--- src/tgc_defines.svh ---
`ifndef TGC_DEFINES_SVH
`define TGC_DEFINES_SVH

// register byte offsets on the apb bus
`define TGC_OFF_GATE_CTRL 12'h000
`define TGC_OFF_TIMER_CTRL 12'h004
`define TGC_OFF_STATUS 12'h008

// gate control field positions
`define TGC_BIT_GATE_ENABLE 7
`define TGC_BIT_GATE_POLARITY 6
`define TGC_BIT_TOGGLE_MODE 5
`define TGC_BIT_SINGLE_PULSE_MODE 4
`define TGC_BIT_SP_STATUS 3
`define TGC_BIT_GATE_STATE 2
`define TGC_BIT_SRC_HI 1
`define TGC_BIT_SRC_LO 0

// timer control field position
`define TGC_BIT_TIMER_ON 0

// gate source codes
`define TGC_SRC_PIN 2'h0
`define TGC_SRC_TMR0 2'h1
`define TGC_SRC_CMP1 2'h2
`define TGC_SRC_CMP2 2'h3

// reset values
`define TGC_RST_BYTE 8'h00

`endif

--- src/tgc_pkg.sv ---
package tgc_pkg;
    // gate control register image
    typedef struct packed {
        logic gate_enable;
        logic gate_polarity;
        logic gate_toggle_mode;
        logic gate_single_pulse_mode;
        logic single_pulse_status;
        logic gate_current_state;
        logic [1:0] gate_source_select;
    } tgc_gate_ctrl_s;

    // gate source inputs from other blocks and the pin
    typedef struct packed {
        logic gate_pin;
        logic tmr0_overflow;
        logic comparator_one_sync_out;
        logic comparator_two_sync_out;
    } tgc_sources_s;

    // single-pulse acquisition phases
    typedef enum logic [1:0] {
        SP_IDLE,
        SP_WAIT_EDGE,
        SP_ACQUIRE
    } tgc_sp_e;
endpackage : tgc_pkg

--- src/tgc_gate_ctrl.sv ---
`timescale 1ns/1ps
`default_nettype none
`include "tgc_defines.svh"

// Summary of operation
// - gate enable with timer on gates counting
// - gate enable clear counts every tick
// - polarity one active high, zero low
// - toggle mode clear also clears flip-flop
// - toggle flip-flop flips on polarised source rising edge
// - single-pulse bit places gate under control
// - status armed reads one, hardware clears
// - status zero when done or unstarted
// - gate state bit independent of enable
// - two-bit select picks pin, tmr0, comparators
module tgc_gate_ctrl (
    // clock and reset
    input wire logic pclk,
    input wire logic presetn,
    // apb slave
    input wire logic psel,
    input wire logic penable,
    input wire logic pwrite,
    input wire logic [11:0] paddr,
    input wire logic [31:0] pwdata,
    output logic [31:0] prdata,
    output logic pready,
    output logic pslverr,
    // gate sources, asynchronous to pclk
    input wire tgc_pkg::tgc_sources_s sources,
    // timer tick from the prescaler, same domain
    input wire logic timer_tick,
    // counter increment request
    output logic count_en
);

    ////////////////////////////////////////////////////////////////////////
    // registers
    logic gate_enable_q, gate_polarity_q, toggle_mode_q, sp_mode_q;
    logic sp_status_q, timer_on_q;
    logic [1:0] src_sel_q;
    logic [3:0] sync1_q, sync2_q;
    logic gate_raw_q, toggle_ff_q, sp_gate, gate_state_q;
    tgc_pkg::tgc_sp_e sp_state_q;
    logic gate_src, gate_pol, gate_eff, src_rise;
    logic wr_acc, rd_acc;

    // picks one of four sources by select code
    function automatic logic pick_src(input logic [3:0] s, input logic [1:0] sel);
        unique case (sel)
            `TGC_SRC_PIN: pick_src = s[3];
            `TGC_SRC_TMR0: pick_src = s[2];
            `TGC_SRC_CMP1: pick_src = s[1];
            `TGC_SRC_CMP2: pick_src = s[0];
        endcase
    endfunction : pick_src

    // one apb access per two cycles, no wait states
    assign wr_acc = psel && penable && pwrite;
    assign rd_acc = psel && !penable && !pwrite;

    ////////////////////////////////////////////////////////////////////////
    // two-flop synchronisers; first stage read only by second
    always_ff @(posedge pclk or negedge presetn) begin
        if (!presetn) begin
            sync1_q <= 4'h0;
            sync2_q <= 4'h0;
        end else begin
            sync1_q <= sources;
            sync2_q <= sync1_q;
        end
    end

    ////////////////////////////////////////////////////////////////////////
    // source mux then polarity
    assign gate_src = pick_src(sync2_q, src_sel_q);
    assign gate_pol = gate_polarity_q ? gate_src : !gate_src;
    assign src_rise = gate_pol && !gate_raw_q;

    // previous polarised level for edge detection
    always_ff @(posedge pclk or negedge presetn) begin
        if (!presetn) begin
            gate_raw_q <= 1'b0;
        end else begin
            gate_raw_q <= gate_pol;
        end
    end

    // toggle flip-flop, held clear while mode is off
    always_ff @(posedge pclk or negedge presetn) begin
        if (!presetn) begin
            toggle_ff_q <= 1'b0;
        end else if (!toggle_mode_q) begin
            toggle_ff_q <= 1'b0;
        end else if (src_rise) begin
            toggle_ff_q <= !toggle_ff_q;
        end
    end

    // gate after toggle stage
    logic gate_tg;
    assign gate_tg = toggle_mode_q ? toggle_ff_q : gate_pol;
    logic tg_prev_q;
    always_ff @(posedge pclk or negedge presetn) begin
        if (!presetn) begin
            tg_prev_q <= 1'b0;
        end else begin
            tg_prev_q <= gate_tg;
        end
    end

    ////////////////////////////////////////////////////////////////////////
    // single-pulse: arm, wait for rising gate, pass one pulse, done on fall
    always_ff @(posedge pclk or negedge presetn) begin
        if (!presetn) begin
            sp_state_q <= tgc_pkg::SP_IDLE;
        end else if (!sp_mode_q) begin
            sp_state_q <= tgc_pkg::SP_IDLE;
        end else begin
            unique case (sp_state_q)
                tgc_pkg::SP_IDLE:
                    if (sp_status_q) sp_state_q <= tgc_pkg::SP_WAIT_EDGE;
                tgc_pkg::SP_WAIT_EDGE:
                    if (gate_tg && !tg_prev_q) sp_state_q <= tgc_pkg::SP_ACQUIRE;
                tgc_pkg::SP_ACQUIRE:
                    if (!gate_tg) sp_state_q <= tgc_pkg::SP_IDLE;
                default: sp_state_q <= tgc_pkg::SP_IDLE;
            endcase
        end
    end

    // gate passed by single-pulse logic
    always_comb begin
        sp_gate = (sp_state_q == tgc_pkg::SP_ACQUIRE) && gate_tg;
    end
    assign gate_eff = sp_mode_q ? sp_gate : gate_tg;

    // live gate state, not affected by gate enable
    always_ff @(posedge pclk or negedge presetn) begin
        if (!presetn) begin
            gate_state_q <= 1'b0;
        end else begin
            gate_state_q <= gate_eff;
        end
    end

    // counter increment, registered
    always_ff @(posedge pclk or negedge presetn) begin
        if (!presetn) begin
            count_en <= 1'b0;
        end else if (!timer_on_q) begin
            count_en <= 1'b0;
        end else if (!gate_enable_q) begin
            count_en <= timer_tick;
        end else begin
            count_en <= timer_tick && gate_eff;
        end
    end

    ////////////////////////////////////////////////////////////////////////
    // control register writes; zero at reset
    always_ff @(posedge pclk or negedge presetn) begin
        if (!presetn) begin
            gate_enable_q <= 1'b0;
            gate_polarity_q <= 1'b0;
            toggle_mode_q <= 1'b0;
            sp_mode_q <= 1'b0;
            src_sel_q <= 2'h0;
            timer_on_q <= 1'b0;
        end else if (wr_acc && paddr == `TGC_OFF_GATE_CTRL) begin
            gate_enable_q <= pwdata[`TGC_BIT_GATE_ENABLE];
            gate_polarity_q <= pwdata[`TGC_BIT_GATE_POLARITY];
            toggle_mode_q <= pwdata[`TGC_BIT_TOGGLE_MODE];
            sp_mode_q <= pwdata[`TGC_BIT_SINGLE_PULSE_MODE];
            src_sel_q <= pwdata[`TGC_BIT_SRC_HI:`TGC_BIT_SRC_LO];
        end else if (wr_acc && paddr == `TGC_OFF_TIMER_CTRL) begin
            timer_on_q <= pwdata[`TGC_BIT_TIMER_ON];
        end
    end

    // status: software sets, hardware clears at completion or mode off
    always_ff @(posedge pclk or negedge presetn) begin
        if (!presetn) begin
            sp_status_q <= 1'b0;
        end else if (!sp_mode_q) begin
            sp_status_q <= 1'b0;
        end else if (sp_state_q == tgc_pkg::SP_ACQUIRE && !gate_tg) begin
            sp_status_q <= 1'b0;
        end else if (wr_acc && paddr == `TGC_OFF_GATE_CTRL
                     && pwdata[`TGC_BIT_SP_STATUS]) begin
            sp_status_q <= 1'b1;
        end
    end

    ////////////////////////////////////////////////////////////////////////
    // read data, captured in setup phase; pready always high
    always_ff @(posedge pclk or negedge presetn) begin
        if (!presetn) begin
            prdata <= 32'h0;
        end else if (rd_acc) begin
            unique case (paddr)
                `TGC_OFF_GATE_CTRL: prdata <= {24'h0, gate_enable_q, gate_polarity_q,
                    toggle_mode_q, sp_mode_q, sp_status_q, gate_state_q, src_sel_q};
                `TGC_OFF_TIMER_CTRL: prdata <= {31'h0, timer_on_q};
                default: prdata <= 32'h0;
            endcase
        end
    end

    // constant ready, error on unmapped address
    always_ff @(posedge pclk or negedge presetn) begin
        if (!presetn) begin
            pready <= 1'b1;
            pslverr <= 1'b0;
        end else begin
            pready <= 1'b1;
            pslverr <= psel && !penable && paddr != `TGC_OFF_GATE_CTRL
                       && paddr != `TGC_OFF_TIMER_CTRL;
        end
    end
endmodule : tgc_gate_ctrl

`default_nettype wire

--- config.mk ---
export PLATFORM = sky130hd
export DESIGN_NAME = tgc_gate_ctrl
export DESIGN_NICKNAME = d
export VERILOG_FILES = /design/src/tgc_pkg.sv /design/src/tgc_gate_ctrl.sv
export VERILOG_INCLUDE_DIRS = /design/src /design/src/src
export SDC_FILE = /design/constraint.sdc
export NUM_CORES = 1
export LEC_CHECK = 0
export BUFFER_PORTS_ARGS = -buffer_cell sky130_fd_sc_hd__buf_2
export CAP_MARGIN = 20
export CORE_MARGIN = 2
export CORE_UTILIZATION = 25
export DETAILED_ROUTE_END_ITERATION = 12
export SLEW_MARGIN = 20
export SYNTH_ARGS = -nofsm -noshare
export SYNTH_HDL_FRONTEND = slang
export SYNTH_SLANG_ARGS = --single-unit
export TNS_END_PERCENT = 50
--- constraint.sdc ---
create_clock -name pclk -period 2.02 [get_ports pclk]
set_input_delay 0.505 -clock pclk [delete_from_list [all_inputs] [get_ports pclk]]
set_output_delay 0.505 -clock pclk [all_outputs]
set_load 0.05 [all_outputs]
After elaboration in Yosys (flattened, before gate mapping)
Cells that the tools add are included.

storage, ports and cells
  bits in registers = 56
  bits of input ports = 54

operators by class
  equality and inequality tests = 12
  muxes and demuxes = 17
  bitwise operators = 1
  reduce and logical (&&, ||, !) cells = 27

operators with widths
  kind                 count
  $pmux 8 s2           1
  $logic_and 1x1->1    14
  $eq 12x3->1 const B  1
  $logic_not 12->1     1
  $ne 12x3->1 const B  1
  $reduce_bool 12->1   1
  $mux 1               10
  $ne 3x3->1 const B   3
  $mux 2               4
  $logic_not 1->1      7
  $eq 2x2->1 const B   3
  $pmux 2 s3           1
  $eq 2x1->1 const B   2
  $logic_not 2->1      2
  $pmux 1 s4           1
  $ne 3x1->1 const B   1
  $reduce_and 3->1     1
  $ne 2x1->1 const B   1
  $reduce_and 2->1     1
  $not 1->1            1

Longest topological paths before layout
Gate-level depths: netlist of run 1.

  depth in word-level cells = 10
  depth in mapped cells = 4
  depth with buffers taken out = 4

Least setup slack after synthesis of run 1
Ideal clock, no wire load.

  path type = input-to-reg
  from = input paddr[1]
  to = register timer_on_q
  setup time = 0.125 ns
  data arrival time = 1.910 ns
  required time = 1.895 ns
  path slack = -0.014 ns
  cell stages on the path = 4
  path buffers = 0
  cell sequence = or4_4 or3_4 nor2_1 mux2_2

on the way
  longest elaborated chain between the ends = 4

ends and longest elaborated chain
  item                          line                  source
  start, declared               tgc_gate_ctrl.sv:24   input wire logic [11:0] paddr,
  $logic_not 12->1 (no line)    -
  $logic_and 1x1->1 (no line)   -
  $not 1->1 (no line)           -
  $reduce_and 2->1 (no line) *  -
  end signal, assigned          tgc_gate_ctrl.sv:177  timer_on_q <= pwdata[`TGC_BIT_TIMER_ON];
  end, declared                 tgc_gate_ctrl.sv:40   logic sp_status_q, timer_on_q;

Mark *: on every way between the ends. The rest lies on a longest branch, timed or not.
A chain may end at the register's enable or synchronous reset.

Worst setup path in the final report of run 1
  from = input paddr[4]
  to = register timer_on_q

The elaborated chain is that of the path after synthesis.

==> results of run 1 <==
worst paths after layout:
kind,end,depth (start not counted)
min in group pclk,sync1_q[3]$_DFF_PN0_,1
worst max register to register,sp_state_q[0]$_DFFE_PN0P_,4
worst max-delay path,timer_on_q$_DFFE_PN0P_,5
max in group asynchronous,toggle_ff_q$_DFFE_PN0P_,1
worst min-delay path,sync1_q[0]$_DFF_PN0_,1
worst min register to register,sync2_q[3]$_DFF_PN0_,0
where the power goes:
part	switching [mW]	internal (mW)
registers	0.00303	0.653
logic	0.137	0.0309
clock network	0.216	0.303
layer usage:
layer	vias to the layer above	part of all wire	global-route usage
met4	0	0.013	0.0407
met5	-	0	0
met3	4	0.082	0.0385
li1	441	-	-
met1	432	0.43	0.0993
met2	36	0.47	0.133
area by class of cell:
| type | count | area, sq um | share of cell area |
|---|---|---|---|
| Multi-Input combinational cell | 76 | 533 | 0.303 |
| Inverter | 1 | 3.75 | 0.00213 |
| Sequential cell | 32 | 801 | 0.455 |
| Clock buffer | 7 | 96.3 | 0.0548 |
| Tap cell | 72 | 90.1 | 0.0512 |
| Timing Repair Buffer | 44 | 235 | 0.134 |
synthesized netlist by cell type (all sizes together), types with 2 or more instances:
| master | count | area (sq um) |
|---|---|---|
| or4 | 2 | 22.5 |
| nand2b | 3 | 18.8 |
| nand2 | 3 | 11.3 |
| dfrtp | 32 | 801 |
| nor2b | 3 | 18.8 |
| a31oi | 2 | 12.5 |
| o21ai | 2 | 10.0 |
| mux2i | 2 | 20.0 |
| or3 | 2 | 18.8 |
| a22o | 7 | 61.3 |
| nand3 | 2 | 10.0 |
| a21oi | 2 | 10.0 |
| nor2 | 2 | 7.51 |
| buf | 26 | 193 |
| conb | 2 | 7.51 |
| mux2 | 7 | 78.8 |
logic make-up (layout without fill, tap and decap cells):
family                    after synthesis  after routing  synth area share
buffers and inverters                  27             52             0.136
and+or+nand+nor                        25             25             0.136
muxes                                  10             10            0.0841
DFF                                    32             32             0.555
other                                   2             25           0.00520
AOI/OAI and AO/OA                      15             15            0.0780
xor gates and xnor gates                1              1           0.00607
through the flow:
stage / setup slack [ns] / area, sq um / std cells
floorplan: 0.000943 / 1530 / 135
global placement: -0.131 / 1660 / 225
detailed placement: -0.130 / 1660 / 225
CTS: 0.171 / 1760 / 232
global route: 0.144 / 1760 / 232
finish: 0.171 / 1760 / 232
worst max-delay path, cell delays in order:
cell and delay, ns:
buf_2 0.09, or4_4 0.54, or3_4 0.43, nor2_1 0.11
mux2_2 0.33
sequential cells by signal, indices dropped and copies added, names as in the netlist:
name             count
count_en             1
gate_enable_q        1
gate_polarity_q      1
gate_raw_q           1
gate_state_q         1
prdata               8
pslverr              1
sp_mode_q            1
sp_state_q           2
sp_status_q          1
src_sel_q            2
sync1_q              4
sync2_q              4
tg_prev_q            1
timer_on_q           1
toggle_ff_q          1
toggle_mode_q        1
==> impl_metrics.py, run 1 <==
metrics = {
    "run_status": {
        "status": "completed",
    },
    "placed_design": {
        "port_buffers": 38,
        "dp_hpwl_um": 1910,
        "place_congestion": 0.690,
    },
    "global_route": {
        "grt_max_degree": 33,
        "grt_pass1_vias": 870,
        "antenna_found_initial": 0,
        "grt_pass1_wl_um": 4020,
        "grt_use_total": 0.0854,
        "grt_overflow": 0,
    },
    "floorplanning": {
        "die_w_um": 80.0,
        "fp.dieArea_sq_um": 6400,
        "ios": 89,
        "core_area_sq_um": 5540,
        "fp-row-count": 27,
        "die_y_um": 80.0,
        "start_util": 0.261,
    },
    "worst_setup_path": {
        "crit_type": "input pin to flip-flop",
        "arrival_ns": 2.01,
        "ff2ff_setup_slack_ns": 0.32,
        "critPathMaxFanout": 3,
        "worst_ep_required_time_ns": 2.18,
        "startpoint": "paddr[4]",
        "worstSetupStartpointType": "input pin",
        "r2r-start": "src_sel_q[1]$_DFFE_PN0P_",
        "end_kind": "flip-flop",
    },
    "power_and_ir_drop": {
        "vdd_ir_drop_max_mv": 0.441,
        "power.leakage_nw": 0.903,
        "power.density_nw_per_um2": 763,
        "power_mw": 1.34,
    },
    "clock_network": {
        "clk_pin_slew_ns": 0.06,
        "cts_tree": "done",
        "clkSinkCount": 32,
        "h-tree-depth": 2,
        "clkLatencyLatePin_ns": 0.28,
        "cts_buffer_depth": 2,
        "cts_buffers": 5,
        "post_cts.repair.setup_buffers": 0,
        "postCtsHoldBufs": 0,
        "postCtsResizedCells": 0,
        "root_buffer": "clkbuf_8",
    },
    "timing": {
        "fin_crit_sh": 0.915,
        "finalSetupTns_ns": 0,
        "fin_skew_ns": 0.00624,
        "hold_viol_final": 0,
        "worst_pin_slew_ns": 0.697,
        "setup_viol": 0,
        "whs_ns": 0.273,
        "rsz0062_at_grt": "false",
        "fmax_mhz": 541,
        "period_needed_ns": 1.85,
        "report.final.slew_viol_count": 0,
        "relSlewSlack": 0.536,
    },
    "drt": {
        "wirelength_um": 2480,
        "drtAntennaViolNets": 0,
        "num_vias": 913,
        "viasPerCell": 3.94,
        "drc_errors": 0,
        "firstDrtPassIters": 4,
        "wl_per_cell_um": 10.7,
        "first_iter_violations": 36,
    },
    "synth": {
        "yosysSeqAreaShare": 0.555,
        "synth_warnings": 0,
        "avgSynthCellArea_sq_um": 12.9,
        "postSynthCellCount": 112,
        "async_reset_ff_frac": 1.00,
        "synth-main-ff-cell": "dfrtp_1",
        "yosys.cell_types.count": 31,
        "synth_edf_count": 0,
        "synth.cell_area_sq_um": 1440,
        "ys_ff_latch": 32,
    },
    "layout": {
        "layout.nets": 214,
        "fillers": 598,
        "drive_gt1_frac": 0.425,
        "mostFrequentLayoutCells": "buf_2 (38), dfrtp_1 (32), conb_1 (25)",
        "areaGrowthSynthToFinish_pct": 21.8,
        "antennaDiodeCount": 0,
        "fin_util": 0.318,
        "layout_commonest_cell": "buf_2",
    },
    "min_path": {
        "hold_class": "input pin to async pin",
    },
    "flow_run": {
        "maxCapViolCount": 0,
    },
}
(Power assumes the default switching activity.)
==> run 2, diff against run 1 <==
--- a/config.mk
+++ b/config.mk
@@ -11,6 +11,7 @@
 export CORE_MARGIN = 2
 export CORE_UTILIZATION = 25
 export DETAILED_ROUTE_END_ITERATION = 12
+export REMOVE_ABC_BUFFERS = 1
 export SLEW_MARGIN = 20
 export SYNTH_ARGS = -nofsm -noshare
 export SYNTH_HDL_FRONTEND = slang
==> impl_metrics.py, run 2 (synthesis gave the netlist of run 1 again) <==
metrics = {
    "layout": {
        "final_area_sq_um": 1770,
        "largest_register_ffs": 8,
        "top_register": "prdata",
        "fin_cells": 233,
        "antennaDiodeCount": 0,
        "areaGrowthSynthToFinish_pct": 22.6,
        "reg.largest.list": "prdata: 8 flops, sync1_q: 4 flops, sync2_q: 4 flops",
        "layout_commonest_cell": "buf_2",
        "layout.nets": 214,
        "drive_gt1_frac": 0.422,
        "mostFrequentLayoutCells": "buf_2 (38), dfrtp_1 (32), conb_1 (25)",
    },
    "drt": {
        "drc_errors": 0,
        "viasPerCell": 3.82,
        "wl_per_cell_um": 10.5,
        "num_vias": 890,
        "drtAntennaViolNets": 0,
        "firstDrtPassIters": 4,
        "first_iter_violations": 59,
        "wirelength_um": 2440,
    },
    "placed_design": {
        "placed_cell_area_sq_um": 1660,
        "port_buffers": 38,
        "post-place-cells": 225,
        "place_congestion": 0.685,
        "dp_hpwl_um": 1840,
    },
    "clock_network": {
        "h-tree-depth": 2,
        "cts_buffer_depth": 2,
        "clk_pin_slew_ns": 0.07,
        "postCtsHoldBufs": 0,
        "clkSinkCount": 32,
        "cts_buffers": 5,
        "cts_tree": "done",
        "root_buffer": "clkbuf_8",
        "postCtsResizedCells": 0,
        "clkLatencyLatePin_ns": 0.28,
        "post_cts.repair.setup_buffers": 0,
    },
    "global_route": {
        "grt_pass1_wl_um": 4110,
        "grt_max_degree": 33,
        "grt_use_total": 0.0866,
        "grt_overflow": 0,
        "antenna_found_initial": 0,
        "grt_pass1_vias": 858,
    },
    "floorplanning": {
        "ios": 89,
        "core_area_sq_um": 5540,
        "die_y_um": 80.0,
        "fp-row-count": 27,
        "start_util": 0.261,
        "fp.dieArea_sq_um": 6400,
        "die_w_um": 80.0,
    },
    "timing": {
        "finalSetupTns_ns": 0,
        "fin_skew_ns": 0.00948,
        "rsz0062_at_grt": "false",
        "relSlewSlack": 0.530,
        "setup_viol": 0,
        "fmax_mhz": 538,
        "worst_pin_slew_ns": 0.705,
        "hold_viol_final": 0,
        "period_needed_ns": 1.86,
        "whs_ns": 0.281,
        "fin_crit_sh": 0.920,
        "report.final.slew_viol_count": 0,
    },
    "worst_setup_path": {
        "crit_chain": "buf_2 -> or4_4 -> or3_4 -> nor2_1 -> mux2_2",
        "r2r-start": "src_sel_q[1]$_DFFE_PN0P_",
        "end_kind": "flip-flop",
        "cp_slowest_stage_delay_ns": 0.55,
        "worstSetupStartpointType": "input pin",
        "arrival_ns": 2.03,
        "crit_type": "input pin to flip-flop",
        "crit_slowest_cell": "or4_4",
        "worst_ep_required_time_ns": 2.19,
        "startpoint": "paddr[1]",
        "critPathMaxFanout": 3,
    },
    "power_and_ir_drop": {
        "power.leakage_nw": 0.908,
        "vdd_ir_drop_max_mv": 0.385,
        "power.density_nw_per_um2": 797,
        "power_mw": 1.41,
    },
    "run_status": {
        "status": "completed",
    },
    "flow_run": {
        "maxCapViolCount": 0,
    },
    "min_path": {
        "hold_class": "input pin to async pin",
    },
}
## run 2: cell types whose count changed in the layout (fill, tap and decap cells not counted)
cell | before | now
bufinv_16 | 0 | 1
clkbuf_1 | 0 | 1
clkbuf_8 | 7 | 5
clkinv_2 | 0 | 1
## run 2: path summary, 6_finish.rpt
kind                            cells past startpoint  slack, ns                   endpoint
worst max register to register                      4       0.31  sp_state_q[0]$_DFFE_PN0P_
max in group asynchronous                           1       1.29   src_sel_q[1]$_DFFE_PN0P_
worst max-delay path                                5       0.16     timer_on_q$_DFFE_PN0P_
min in group pclk                                   1       0.34       sync1_q[3]$_DFF_PN0_
worst min-delay path                                1       0.28      prdata[1]$_DFFE_PN0P_
worst min register to register                      0       0.35       sync2_q[3]$_DFF_PN0_
## run 2: critical path, delay by kind of cell
| family | cells | cell delay (ns) |
|---|---|---|
| AND/OR/NAND/NOR | 3 | 1.10 |
| multiplexers | 1 | 0.33 |
| buffers and inverters | 1 | 0.09 |
## run 2: cell type report
cell class / count / area (sq um)
Timing Repair Buffer: 44 / 235
Clock buffer: 6 / 72.6
Inverter: 1 / 3.75
Clock inverter: 2 / 35.0
Tap cell: 72 / 90.1
Fill cell: 582 / 3770
Sequential cell: 32 / 801
Multi-Input combinational cell: 76 / 533
## run 2: power breakdown
group	leakage [nW]	total, mW	switching (mW)	internal (mW)
Combinational	0.432	0.168	0.137	0.0309
Clock	0.0552	0.587	0.221	0.366
Sequential	0.421	0.656	0.00332	0.653
## run 2: layer usage
metal	part of all wire	global-route usage	wire length (um)
met4	0.010	0.0407	25
met2	0.48	0.128	1170
met1	0.41	0.106	1010
met5	0	0	0
met3	0.096	0.0407	234
## run 2: per-stage QoR
step,utilization,worst slack (ns)
6_report,0.320,0.161
5_1_grt,0.320,0.138
4_1_cts,0.320,0.157
3_5_place_dp,0.300,-0.142
3_3_place_gp,0.300,-0.153
2_1_floorplan,-,-0.0144
==> run 3, diff against run 2 <==
--- a/config.mk
+++ b/config.mk
@@ -11,6 +11,7 @@
 export CORE_MARGIN = 2
 export CORE_UTILIZATION = 25
 export DETAILED_ROUTE_END_ITERATION = 12
+export PLACE_DENSITY = 0.57
 export REMOVE_ABC_BUFFERS = 1
 export SLEW_MARGIN = 20
 export SYNTH_ARGS = -nofsm -noshare
==> constraint.sdc (replaced) <==
create_clock -name pclk -period 1.8 [get_ports pclk]
set_input_delay 0.45 -clock pclk [delete_from_list [all_inputs] [get_ports pclk]]
set_output_delay 0.45 -clock pclk [all_outputs]
set_load 0.05 [all_outputs]
==> impl_metrics.py, run 3 (synthesis gave the netlist of run 1 again) <==
metrics = {
    "global_route": {
        "grt_pass1_vias": 901,
        "grt_pass1_wl_um": 4120,
        "grt_overflow": 0,
        "grt_use_total": 0.0857,
        "antenna_found_initial": 0,
        "grt_max_degree": 33,
    },
    "layout": {
        "reg.largest.list": "prdata: 8 flops, sync1_q: 4 flops, sync2_q: 4 flops",
        "fillers": 579,
        "largest_register_ffs": 8,
        "layout.nets": 213,
        "final_area_sq_um": 1800,
        "antennaDiodeCount": 0,
        "drive_gt1_frac": 0.438,
        "mostFrequentLayoutCells": "buf_2 (37), dfrtp_1 (32), conb_1 (25)",
        "top_register": "prdata",
        "layout_commonest_cell": "buf_2",
        "areaGrowthSynthToFinish_pct": 24.5,
    },
    "worst_setup_path": {
        "crit_chain": "buf_6 -> or4_4 -> or3_4 -> nor2_2 -> mux2_2",
        "end_kind": "flip-flop",
        "arrival_ns": 1.93,
        "path_delay_family": "simple AND/OR/NAND/NOR gates",
        "crit_slowest_cell": "or4_4",
        "cp_slowest_stage_delay_ns": 0.54,
        "crit_type": "input pin to flip-flop",
        "worst_ep_required_time_ns": 1.97,
        "worstSetupStartpointType": "input pin",
        "path_buf_inv": 1,
        "critPathMaxFanout": 3,
    },
    "drt": {
        "drc_errors": 0,
        "drtAntennaViolNets": 0,
        "viasPerCell": 3.97,
        "firstDrtPassIters": 2,
        "wl_per_cell_um": 10.9,
        "wirelength_um": 2520,
        "num_vias": 921,
        "first_iter_violations": 55,
    },
    "clock_network": {
        "clkSinkCount": 32,
        "cts_buffer_depth": 2,
        "root_buffer": "clkbuf_8",
        "h-tree-depth": 2,
        "clk_pin_slew_ns": 0.07,
        "cts_buffers": 5,
        "cts_tree": "done",
        "clkLatencyLatePin_ns": 0.28,
        "postCtsHoldBufs": 0,
    },
    "floorplanning": {
        "die_y_um": 80.0,
        "core_area_sq_um": 5540,
        "fp-row-count": 27,
        "ios": 89,
        "start_util": 0.261,
        "die_w_um": 80.0,
        "fp.dieArea_sq_um": 6400,
    },
    "timing": {
        "relSlewSlack": 0.535,
        "rsz0062_at_grt": "true",
        "worst_pin_slew_ns": 0.698,
        "fin_skew_ns": 0.00607,
        "report.final.slew_viol_count": 0,
        "fin_crit_sh": 0.981,
        "setup_viol": 0,
        "fmax_mhz": 566,
        "hold_viol_final": 0,
        "period_needed_ns": 1.77,
    },
    "flow_run": {
        "maxCapViolCount": 0,
    },
    "placed_design": {
        "place_congestion": 0.779,
        "port_buffers": 38,
        "dp_hpwl_um": 1940,
        "placed_cell_area_sq_um": 1650,
    },
    "power_and_ir_drop": {
        "power.leakage_nw": 0.918,
        "vdd_ir_drop_max_mv": 0.389,
        "power_mw": 1.68,
        "power.density_nw_per_um2": 933,
    },
    "run_status": {
        "status": "completed",
    },
    "min_path": {
        "hold_class": "input pin to async pin",
    },
}
-- run 3: cell types whose count changed in the layout (fill, tap and decap cells not counted), sizes merged --
cell    previous run  this run
buf               44        43
clkbuf             6         7
clkinv             1         0
-- run 3: path summary, 6_finish.rpt --
check	cells past startpoint	from	slack, ns	end
setup / recovery	5	paddr[7]	0.03	timer_on_q$_DFFE_PN0P_
hold / removal	1	presetn	0.21	gate_enable_q$_DFFE_PN0P_
setup reg to reg	5	src_sel_q[1]$_DFFE_PN0P_	0.18	sp_status_q$_DFFE_PN0P_
hold reg to reg	0	sync1_q[2]$_DFF_PN0_	0.35	sync2_q[2]$_DFF_PN0_
max in group asynchronous	1	presetn	1.14	sync2_q[2]$_DFF_PN0_
min in group pclk	1	sources[0]	0.27	sync1_q[0]$_DFF_PN0_
-- run 3: power by group --
group | leakage (nW) | internal (mW) | switching (mW)
registers | 0.421 | 0.733 | 0.00398
clock network | 0.0645 | 0.488 | 0.259
logic | 0.433 | 0.0381 | 0.155
total | 0.918 | 1.26 | 0.418
-- run 3: through the flow --
stage / hold slack, ns / setup WS, ns / std cells / TNS, ns / utilization
global placement: 0.333 / -0.323 / 223 / -3.91 / 0.297
global route: 0.264 / -0.00108 / 232 / -0.00108 / 0.325
detailed placement: 0.335 / -0.324 / 223 / -4.03 / 0.297
floorplan: 0.154 / -0.179 / 109 / -1.57 / -
CTS: 0.228 / 0.000161 / 232 / 0 / 0.322
finish: 0.206 / 0.0342 / 232 / 0 / 0.325
-- run 3: metal layers --
layer  wire length [um]  global-route usage  vias to the layer above
met5                  0                   0                        -
met4                 68              0.0508                        0
met3                203              0.0328                        7
met2               1200               0.136                       42
met1               1050              0.0976                      432
li1                   -                   -                      440
-- run 3: worst register-to-register path: stages (launching register included) --
cell and delay (ns):
dfrtp_1 0.40, mux4_2 0.55, xnor2_2 0.17, mux2i_1 0.18
buf_4 0.16, a21oi_1 0.06
-- run 3: cell type report --
class,instances,area (sq um),share of cell area
inverter,1,3.75,0.00209
timing repair buffer,43,234,0.130
tap,72,90.1,0.0501
multi-input combinational,76,543,0.302
sequential,32,801,0.445
clock inverter,1,30.0,0.0167
clock buffer,7,96.3,0.0536
-- run 3: repair_timing --
action,CTS,global route
setup endpoints to repair,2,9
pin swaps,1,7
resized for setup,0,3
setup buffers,1,0
